### src/logic/epmc_params.svh
// Constants for the emulation pin mode control block
`ifndef EPMC_PARAMS_SVH
`define EPMC_PARAMS_SVH

// ---------------------------------------------------------------
// Widths
// ---------------------------------------------------------------
`define EPMC_PAD_W 16
`define EPMC_SYNC_W 2

// ---------------------------------------------------------------
// Reset values
// ---------------------------------------------------------------
`define EPMC_SYNC_RST 2'h0
`define EPMC_BIT_RST 1'h0
`define EPMC_PAD_RST 16'h0000

`endif

### src/logic/epmc_pkg.sv
// Types shared by the emulation pin mode control modules
package epmc_pkg;

    // Operating mode picked by the test reset pin
    typedef enum logic {
        EPMC_FUNCTIONAL,
        EPMC_SCAN
    } epmc_mode_t;

endpackage : epmc_pkg

### src/logic/epmc_pin_if.sv
// Pin levels and decoded conditions passed between decoder and controller
`timescale 1ns/1ps

interface epmc_pin_if;
    logic testResetRaw;
    logic emuZeroRaw;
    logic emuOneRaw;
    logic testResetSync;
    logic emuZeroSync;
    logic emuOneSync;
    logic floatAll;

    // Decoder owns the syncs and the float decode
    modport decoder (
        input testResetRaw,
        input emuZeroRaw,
        input emuOneRaw,
        output testResetSync,
        output emuZeroSync,
        output emuOneSync,
        output floatAll
    );

    // Controller feeds raw pins and uses the results
    modport ctrl (
        output testResetRaw,
        output emuZeroRaw,
        output emuOneRaw,
        input testResetSync,
        input emuZeroSync,
        input emuOneSync,
        input floatAll
    );
endinterface : epmc_pin_if

### src/logic/epmc_mode_control.sv
// Test and emulation pin mode control: scan hand-over, emulator lines, output float
// Operation
// - Test reset high hands control of the device to the scan system.
// - Test reset low or open keeps the device in functional mode and ignores test resets.
// - With test reset high, emulator line zero is a two-way interrupt line whose direction scan sets.
// - With test reset high, emulator line one is a two-way interrupt line whose direction scan sets.
// - With test reset low, emulator line one is the active-low global output-disable input.
// - While output disable is active, every output driver floats.
// - The test data output floats while output disable is active.
`timescale 1ns/1ps
`include "epmc_params.svh"

module epmc_mode_control (
    input wire logic sys_clk,
    input wire logic rst,
    input wire logic testResetPin,
    input wire logic emulator_line_zero_in,
    output logic emulator_line_zero_out,
    output logic emulator_line_zero_oe,
    input wire logic emulator_line_one_or_float_in,
    output logic emulator_line_one_or_float_out,
    output logic emulator_line_one_or_float_oe,
    input wire logic scanDirZero,
    input wire logic scanDirOne,
    input wire logic intrToEmuZero,
    input wire logic intrToEmuOne,
    input wire logic tapTdoData,
    input wire logic tapTdoEnable,
    input wire logic [`EPMC_PAD_W-1:0] coreOutData,
    input wire logic [`EPMC_PAD_W-1:0] coreOutEnable,
    output logic tdoOut,
    output logic tdoOe,
    output logic [`EPMC_PAD_W-1:0] padOut,
    output logic [`EPMC_PAD_W-1:0] padOe,
    output logic scanControl,
    output logic intrFromEmuZero,
    output logic intrFromEmuOne,
    output logic outputsFloating
);

    epmc_pin_if pins ();

    epmc_pkg::epmc_mode_t mode;
    epmc_pkg::epmc_mode_t next_mode;
    logic next_scanControl;
    logic zeroOeReg;
    logic oneOeReg;
    logic next_zeroOeReg;
    logic next_oneOeReg;
    logic next_zeroOut;
    logic next_oneOut;
    logic next_intrFromEmuZero;
    logic next_intrFromEmuOne;
    logic tdoDataReg;
    logic tdoEnReg;
    logic next_tdoDataReg;
    logic next_tdoEnReg;
    logic [`EPMC_PAD_W-1:0] padOeReg;
    logic [`EPMC_PAD_W-1:0] next_padOut;
    logic [`EPMC_PAD_W-1:0] next_padOeReg;
    logic next_outputsFloating;

    // ---------------------------------------------------------------
    // Pin decode
    // ---------------------------------------------------------------
    assign pins.testResetRaw = testResetPin;
    assign pins.emuZeroRaw = emulator_line_zero_in;
    assign pins.emuOneRaw = emulator_line_one_or_float_in;

    epmc_pin_decode u_decode (
        .sys_clk(sys_clk),
        .rst(rst),
        .pins(pins)
    );

    // ---------------------------------------------------------------
    // Mode selection
    // ---------------------------------------------------------------
    // Mode follows the synchronised test reset level
    always_comb begin
        next_mode = mode;
        unique case (mode)
            epmc_pkg::EPMC_FUNCTIONAL: begin
                if (pins.testResetSync) begin
                    next_mode = epmc_pkg::EPMC_SCAN;
                end
            end
            epmc_pkg::EPMC_SCAN: begin
                if (!pins.testResetSync) begin
                    next_mode = epmc_pkg::EPMC_FUNCTIONAL;
                end
            end
        endcase
        next_scanControl = (next_mode == epmc_pkg::EPMC_SCAN);
    end

    always_ff @(posedge sys_clk or posedge rst) begin
        if (rst) begin
            mode <= epmc_pkg::EPMC_FUNCTIONAL;
            scanControl <= `EPMC_BIT_RST;
        end else begin
            mode <= next_mode;
            scanControl <= next_scanControl;
        end
    end

    // ---------------------------------------------------------------
    // Emulator lines
    // ---------------------------------------------------------------
    // Drive or receive per scan direction; in functional mode both are inputs
    always_comb begin
        next_zeroOeReg = pins.testResetSync && scanDirZero;
        next_oneOeReg = pins.testResetSync && scanDirOne;
        next_zeroOut = intrToEmuZero;
        next_oneOut = intrToEmuOne;
        // Received interrupts mean nothing outside scan control
        next_intrFromEmuZero = pins.testResetSync && !scanDirZero && pins.emuZeroSync;
        next_intrFromEmuOne = pins.testResetSync && !scanDirOne && pins.emuOneSync;
    end

    always_ff @(posedge sys_clk or posedge rst) begin
        if (rst) begin
            zeroOeReg <= `EPMC_BIT_RST;
            oneOeReg <= `EPMC_BIT_RST;
            emulator_line_zero_out <= `EPMC_BIT_RST;
            emulator_line_one_or_float_out <= `EPMC_BIT_RST;
            intrFromEmuZero <= `EPMC_BIT_RST;
            intrFromEmuOne <= `EPMC_BIT_RST;
        end else begin
            zeroOeReg <= next_zeroOeReg;
            oneOeReg <= next_oneOeReg;
            emulator_line_zero_out <= next_zeroOut;
            emulator_line_one_or_float_out <= next_oneOut;
            intrFromEmuZero <= next_intrFromEmuZero;
            intrFromEmuOne <= next_intrFromEmuOne;
        end
    end

    // Float gating here too, though the decode only fires with test reset low
    assign emulator_line_zero_oe = zeroOeReg && !pins.floatAll;
    assign emulator_line_one_or_float_oe = oneOeReg && !pins.floatAll;

    // ---------------------------------------------------------------
    // Functional pads and test data output
    // ---------------------------------------------------------------
    // Data and enables are registered; the float gate after them is not
    always_comb begin
        next_padOut = coreOutData;
        next_padOeReg = coreOutEnable;
        next_tdoDataReg = tapTdoData;
        next_tdoEnReg = tapTdoEnable;
        next_outputsFloating = pins.floatAll;
    end

    always_ff @(posedge sys_clk or posedge rst) begin
        if (rst) begin
            padOut <= `EPMC_PAD_RST;
            padOeReg <= `EPMC_PAD_RST;
            tdoDataReg <= `EPMC_BIT_RST;
            tdoEnReg <= `EPMC_BIT_RST;
            outputsFloating <= `EPMC_BIT_RST;
        end else begin
            padOut <= next_padOut;
            padOeReg <= next_padOeReg;
            tdoDataReg <= next_tdoDataReg;
            tdoEnReg <= next_tdoEnReg;
            outputsFloating <= next_outputsFloating;
        end
    end

    // Clockless gate so a stopped clock cannot hold drivers on
    assign padOe = pins.floatAll ? `EPMC_PAD_RST : padOeReg;
    assign tdoOut = tdoDataReg;
    assign tdoOe = tdoEnReg && !pins.floatAll;

    // ---------------------------------------------------------------
    // Assertions
    // ---------------------------------------------------------------
    property p_scan_handover;
        @(posedge sys_clk) disable iff (rst)
        pins.testResetSync |=> scanControl;
    endproperty
    a_scan_handover: assert property (p_scan_handover) else $error("Scan control not taken");

    property p_functional_mode;
        @(posedge sys_clk) disable iff (rst)
        !pins.testResetSync |=> (!scanControl && !intrFromEmuZero && !intrFromEmuOne);
    endproperty
    a_functional_mode: assert property (p_functional_mode) else $error("Functional mode not held");

    property p_zero_direction;
        @(posedge sys_clk) disable iff (rst)
        (pins.testResetSync && !pins.floatAll) ##1 !pins.floatAll |-> emulator_line_zero_oe == $past(scanDirZero);
    endproperty
    a_zero_direction: assert property (p_zero_direction) else $error("Line zero direction wrong");

    property p_zero_receive;
        @(posedge sys_clk) disable iff (rst)
        (pins.testResetSync && !scanDirZero) |=> intrFromEmuZero == $past(pins.emuZeroSync);
    endproperty
    a_zero_receive: assert property (p_zero_receive) else $error("Line zero interrupt lost");

    property p_one_direction;
        @(posedge sys_clk) disable iff (rst)
        (pins.testResetSync && scanDirOne) ##1 !pins.floatAll |-> emulator_line_one_or_float_oe;
    endproperty
    a_one_direction: assert property (p_one_direction) else $error("Line one not driven");

    property p_one_is_input;
        @(posedge sys_clk) disable iff (rst)
        !pins.testResetSync |=> !emulator_line_one_or_float_oe;
    endproperty
    a_one_is_input: assert property (p_one_is_input) else $error("Line one driven in functional mode");

    property p_pads_float;
        @(posedge sys_clk) disable iff (rst)
        pins.floatAll |-> (padOe == `EPMC_PAD_RST && !emulator_line_zero_oe);
    endproperty
    a_pads_float: assert property (p_pads_float) else $error("Pad driven while disabled");

    property p_tdo_float;
        @(posedge sys_clk) disable iff (rst)
        pins.floatAll |-> !tdoOe;
    endproperty
    a_tdo_float: assert property (p_tdo_float) else $error("Test data output driven while disabled");

    property p_recover;
        @(posedge sys_clk) disable iff (rst)
        ($fell(pins.floatAll) && !pins.floatAll) |-> padOe == padOeReg;
    endproperty
    a_recover: assert property (p_recover) else $error("Pads did not recover");

    property p_float_flag;
        @(posedge sys_clk) disable iff (rst)
        pins.floatAll[*2] |-> outputsFloating;
    endproperty
    a_float_flag: assert property (p_float_flag) else $error("Float status missing");

endmodule : epmc_mode_control

### src/logic/epmc_pin_decode.sv
// Pin synchronisers and the asynchronous output-disable decode
`timescale 1ns/1ps
`include "epmc_params.svh"

module epmc_pin_decode (
    input wire logic sys_clk,
    input wire logic rst,
    epmc_pin_if.decoder pins
);

    logic [`EPMC_SYNC_W-1:0] trstStages;
    logic [`EPMC_SYNC_W-1:0] emuZeroStages;
    logic [`EPMC_SYNC_W-1:0] emuOneStages;
    logic [`EPMC_SYNC_W-1:0] next_trstStages;
    logic [`EPMC_SYNC_W-1:0] next_emuZeroStages;
    logic [`EPMC_SYNC_W-1:0] next_emuOneStages;

    // ---------------------------------------------------------------
    // Output-disable decode
    // ---------------------------------------------------------------
    // No clock in this path: pads must float even with the clock stopped
    assign pins.floatAll = !pins.testResetRaw && pins.emuZeroRaw && !pins.emuOneRaw;

    // ---------------------------------------------------------------
    // Two-stage synchronisers
    // ---------------------------------------------------------------
    // Shift each pin in; only stage one reads stage zero
    always_comb begin
        next_trstStages = {trstStages[0], pins.testResetRaw};
        next_emuZeroStages = {emuZeroStages[0], pins.emuZeroRaw};
        next_emuOneStages = {emuOneStages[0], pins.emuOneRaw};
    end

    // Released test reset reads low, as the pulldown leaves it
    always_ff @(posedge sys_clk or posedge rst) begin
        if (rst) begin
            trstStages <= `EPMC_SYNC_RST;
            emuZeroStages <= `EPMC_SYNC_RST;
            emuOneStages <= `EPMC_SYNC_RST;
        end else begin
            trstStages <= next_trstStages;
            emuZeroStages <= next_emuZeroStages;
            emuOneStages <= next_emuOneStages;
        end
    end

    assign pins.testResetSync = trstStages[1];
    assign pins.emuZeroSync = emuZeroStages[1];
    assign pins.emuOneSync = emuOneStages[1];

endmodule : epmc_pin_decode

### config.mk
export PLATFORM = sky130hd
export DESIGN_NAME = epmc_mode_control
export DESIGN_NICKNAME = d
export VERILOG_FILES = /design/src/logic/epmc_pkg.sv /design/src/logic/epmc_pin_if.sv /design/src/logic/epmc_mode_control.sv /design/src/logic/epmc_pin_decode.sv
export VERILOG_INCLUDE_DIRS = /design/src /design/src/logic
export SDC_FILE = /design/constraint.sdc
export NUM_CORES = 1
export LEC_CHECK = 0
export ABC_AREA = 1
export ABC_CLOCK_PERIOD_IN_PS = 1950
export BUFFER_PORTS_ARGS = -buffer_cell sky130_fd_sc_hd__buf_2
export CAP_MARGIN = 20
export CELL_PAD_IN_SITES_DETAIL_PLACEMENT = 1
export CELL_PAD_IN_SITES_GLOBAL_PLACEMENT = 2
export CORE_MARGIN = 5
export CORE_UTILIZATION = 27
export CTS_CLUSTER_SIZE = 25
export DETAILED_ROUTE_END_ITERATION = 7
export PLACE_DENSITY_LB_ADDON = 0.25
export SLEW_MARGIN = 5
export SYNTH_ARGS = -nofsm -noshare
export SYNTH_HDL_FRONTEND = slang
export SYNTH_SLANG_ARGS = --single-unit
### constraint.sdc
create_clock -name sys_clk -period 1.95 [get_ports sys_clk]
set_clock_uncertainty 0.1 [all_clocks]
set_input_delay 0 -clock sys_clk [delete_from_list [all_inputs] [get_ports sys_clk]]
set_output_delay 0 -clock sys_clk [all_outputs]
set_load 0.03 [all_outputs]
; ---- After elaboration in Yosys (flattened, before gate mapping)
; Cells that the tools add are included.
[word_totals]
register_bits = 48
inputBits = 43
out_inout_bits = 42
word_cells = 33
[classes]
mux = 2
reduce_logical = 16
[op_table]
columns = operator, n
row1 = $mux W16, 1
row2 = $logic_and A1 B1 Y1, 11
row3 = $logic_not A1 Y1, 5
row4 = $mux W1, 1

; ---- Logic depth before layout (Yosys ltp)
[depth]
depth_word = 5
mapped_depth = 5
ltp_nobuf = 4

; ---- Cells and area by module
; From an unflattened synthesis, not the netlist that was laid out.
[unflattened]
cells_unflattened = 101
hier_area_um2 = 1421.4
[by_module_without_submodules]
columns = mod, instances, cells_per_inst, area_per_inst_um2, seq_area_each_um2
row1 = epmc_mode_control, 1, 91, 1253.7, 1051.0
row2 = epmc_pin_decode, 1, 10, 167.7, 150.1

; ---- Worst setup path after synthesis
; OpenSTA, ideal clock, no wires.
[synth_path]
path_type = reg-to-reg
from = reg u_decode.trstStages[1]
to = reg zeroOeReg
setup_time_ns = 0.113
arrival_ns = 0.482
t_required_ns = 1.737
setup_slack_ns = 1.254
stages_incl_launch_ff = 3
path_buffers = 0
period_less_slack_ns = 0.696
cell_sequence = dfrtp_1 nand2_1 inv_1
[synth_via]
elab_chain_cells = 1
[synth_lines]
columns = item, line_no
row1 = "start, declared", epmc_pin_decode.sv:11  ; logic [`EPMC_SYNC_W-1:0] trstStages;
row2 = "start signal, assigned", epmc_pin_decode.sv:37  ; trstStages <= `EPMC_SYNC_RST;
row3 = "start signal, assigned", epmc_pin_decode.sv:41  ; trstStages <= next_trstStages;
row4 = $logic_and A1 B1 Y1, epmc_mode_control.sv:112  ; next_zeroOeReg = pins.testResetSync && scanDirZero;
row5 = named net next_zeroOeReg, epmc_mode_control.sv:48  ; logic next_zeroOeReg;
row6 = "end signal, assigned", epmc_mode_control.sv:123  ; zeroOeReg <= `EPMC_BIT_RST;
row7 = "end signal, assigned", epmc_mode_control.sv:130  ; zeroOeReg <= next_zeroOeReg;
row8 = "end, declared", epmc_mode_control.sv:46  ; logic zeroOeReg;
; The timed path passes the listed nets, and every way through them passes these cells.

; ---- Worst setup path in the final report
[layout_path]
from = in testResetPin
to = out emulator_line_zero_oe
[layout_via]
elab_chain_cells = 5
[layout_lines]
columns = item, line_no
row1 = "start, declared", epmc_mode_control.sv:16  ; input wire logic testResetPin,
row2 = $logic_not A1 Y1, epmc_pin_decode.sv:22  ; assign pins.floatAll = !pins.testResetRaw && pins.emuZeroRaw && !pins.emuOneRaw;
row3 = $logic_and A1 B1 Y1 (2 in a row), epmc_pin_decode.sv:22
row4 = $logic_not A1 Y1, epmc_mode_control.sv:140  ; assign emulator_line_zero_oe = zeroOeReg && !pins.floatAll;
row5 = $logic_and A1 B1 Y1, epmc_mode_control.sv:140
row6 = "end, declared", epmc_mode_control.sv:19  ; output logic emulator_line_zero_oe,
; No other way between the ends.

==> summary.md <==
| Metric | Value |
|---|---|
| Final hold vios | 0 |
| Vias in the first global route | ~1.3k |
| Yosys top cell by area | dfrtp_1 |
| R2r startpoint | u_decode.trstStages[1] |
| Tcrit/Tclk final | between 80% and 90% |
| Port Buffer Count | 84 |
| Fin nets | between 200 and 300 |
| Largest net degree at the start of global routing | 49 |
| DRC violations left | 0 |
| Worst Path Class, Setup | primary input to output port |
| Maxcap violations | 0 |
| Ant diodes | 0 |
| Worst slew margin | between 70% and 80% |
| Clock transition at path regs | 0.09 ns |
| Placer Congestion | between 0.6 and 0.7 |
| Multiplexer share of the synthesized area | 0% |
| CTS root buffer | clkbuf_8 |
| CP Max Fanout | 20 |
| Internal Power | approximately 1.5 mW |
| Multi-input logic area | approximately 110 sq um |
| Worst slack, placed | roughly 0.87 ns |
| Clock tree from TritonCTS | done |
| Compound-Gate Fraction of Synth Area | 0% |
| Cts bufs inserted | 5 |
| Worst-margin pin slew | roughly 0.43 ns |
| Rows | 26 |
| Post-Syn Area | ~1400 sq um |
| Total die area | between 6000 and 7000 sq um |
| Core area | 5140 sq um |
| Setup crit end kind | output port |
| Sequential area share after synthesis | 84.06% |
| Minimum clock period | between 1.5 and 2 ns |
| Post-synthesis xor/xnor area fraction | 0% |
| First-pass GRT wire length | slightly below 6000 um |
| Synth Area in Simple Gates | roughly 7.8% |
| Clock tree sinks | 48 |
| Drt total wl | 3636 um |
| Status | finished clean |
| Synth warn | 0 |
| Syn Inst Count | between 100 and 150 |
| FF+latch count, synth | between 40 and 50 |
| Flop pwr share | approximately 53% |
| Antenna violations before repair | 0 |
| Yosys cell types | 7 |
| Hpwl dp | 2350 um |
| Startpoint Class | primary input |
| H-tree Lvls | 2 |
| Top cell type's share of synthesized area | a little over four fifths |
| Worst setup margin | about 0.38 ns |
| Postcts setup bufs | 0 |
| ANT nets after route | 0 |
| Avg Cell Area, Syn | around 14 sq um |
| Starting Density | between 20% and 30% |
| Clk buf depth | 2 |
| Main combinational cell family by area after synthesis | buffers and inverters |
| NetSw | roughly 520 uW |
| RSZ-0062 raised after global routing | no |
| Total gr overflow | 0 |
| Worst-Skew Late Latency | slightly below 0.3 ns |
| # setup viols final | 0 |
| Slew Limit Fails | 0 |
| Adder-cell share of the synthesized area | 0% |
| Seq. cell area | between 1000 and 1500 sq um |
| Number of top-level pins | between 80 and 90 |
| Layout area overhead | 71.54% |
| R2r endpoint | zeroOeReg |
| Die Height | about 83 um |
| Hold crit path type | primary input to async pin |
| Syn_nets | ~140 |
| R2r setup slk | ~1.2 ns |
| Worst Path Required | roughly 1.9 ns |
| Vias per cell | 3.711 |
| Die span in x | 82.75 um |
| R2r worst-path depth | 2 |
| Logic pwr share | between 10% and 20% |
| Drt wl/cell | about 12 um |
| DR vias | 1128 |
| Clock share of power | between 30% and 40% |
| Sw frac | 26.00% |
| Critical path arrival | approximately 1.5 ns |
| Global-route usage over all layers | between 10 and 15% |
| PD cells | roughly 800 nW/um^2 |
| Pwr Total | 1.981 mW |
| Synth top area cells | dfrtp_1, inv_1, nand2_1 |
| Fraction of layout cells with a size suffix above 1 | 41.88% |
| Setup TNS | 0 ns |
| Max IR drop VDD | between 0.3 and 0.4 mV |
| First-pass DRT Iterations | 2 |
| Fillers | slightly below 600 |
| DRT iter0 DRCs | between 40 and 50 |
| LEAKAGE | approximately 1.4 nW |
| FMAX | about 0.64 GHz |
-- registers in the layout, indices dropped and copies added (netlist names), 2 cells and up --
| signal | cells |
|---|---|
| u_decode.emuOneStages | 2 |
| u_decode.emuZeroStages | 2 |
| padOut | 16 |
| padOeReg | 16 |
| u_decode.trstStages | 2 |
-- area by class of cell --
| type | count | share of cell area [%] |
|---|---|---|
| clock buffers | 6 | 3.369 |
| repair buffers | 127 | 35.12 |
| well taps | 70 | 3.573 |
| multi-input cells | 26 | 4.543 |
| flip-flops and latches | 48 | 49.00 |
| clock inverters | 2 | 0.5615 |
| inverters | 25 | 3.828 |
-- worst max-delay path by stage --
| stage | start | depth (start not counted) | endpoint |
|---|---|---|---|
| after floorplan | rst | 1 | emulator_line_one_or_float_out |
| final | testResetPin | 7 | emulator_line_zero_oe |
| after CTS | testResetPin | 7 | emulator_line_zero_oe |
| after global placement | testResetPin | 6 | padOe[15] |
| after global routing | emulator_line_one_or_float_in | 7 | padOe[0] |
| after detailed placement | testResetPin | 6 | emulator_line_zero_oe |
-- cells in the final DEF (no fill, tap or decap), drive strengths merged --
cell and instances:
dfrtp 48, nor2 2, nand3 1, nand2 23
clkbuf 6, buf 85, clkinv 1, dlygate4sd3 42
inv 26
-- per-layer routing --
layer	GRT usage [%]	up-vias	share of wire (%)
li1	-	541	-
met1	11.59	532	35
met2	21.47	51	55
met3	4.664	4	10
met4	3.431	0	0.52
met5	0	-	0
-- repair_timing --
item / 4_1_cts / 5_1_grt
gates resized for setup: 0 / 0
hold buffers: 42 / 0
setup endpoints to repair: 0 / 0
hold endpoints to repair: 91 / 0
-- critical path: stages --
cell           delay, ns
dlygate4sd3_1       0.53
buf_2               0.13
inv_1               0.06
nand3_2             0.34
nand2_1             0.19
inv_1               0.05
buf_2               0.17
-- through the flow --
stage | instance area, sq um | utilization, % | hold slack [ns] | cells
global placement | 1934 | 37.63 | -0.04428 | 254
detailed placement | 1934 | 37.63 | -0.03431 | 254
global route | 2451 | 47.69 | 0.2197 | 304
CTS | 2451 | 47.69 | 0.1749 | 304
floorplan | 1429 | - | -0.06857 | 101
finish | 2451 | 47.69 | 0.1740 | 304
-- Yosys cell counts (all sizes together) --
cell and n:
dfrtp 48, nand3 1, nor2 2, inv 25, buf 2, nand2 23
-- power groups by stage --
| stage | Clock [mW] | Sequential [mW] | Combinational, mW |
|---|---|---|---|
| final | 0.608 | 1.06 | 0.316 |
| after global routing | 0.680 | 1.06 | 0.344 |
| after CTS | 0.645 | 1.06 | 0.320 |
| after detailed placement | 0 | 1.08 | 0.255 |
| after global placement | 0 | 1.08 | 0.250 |
| after floorplan | 0 | 1.13 | 0.0987 |
-- kinds of logic (layout without fill, tap and decap cells) --
logic type / count (synthesis) / after routing
buffers and inverters: 27 / 160
flip-flops: 48 / 48
AND/OR/NAND/NOR: 26 / 26
Power figures use the tool's default switching activity.
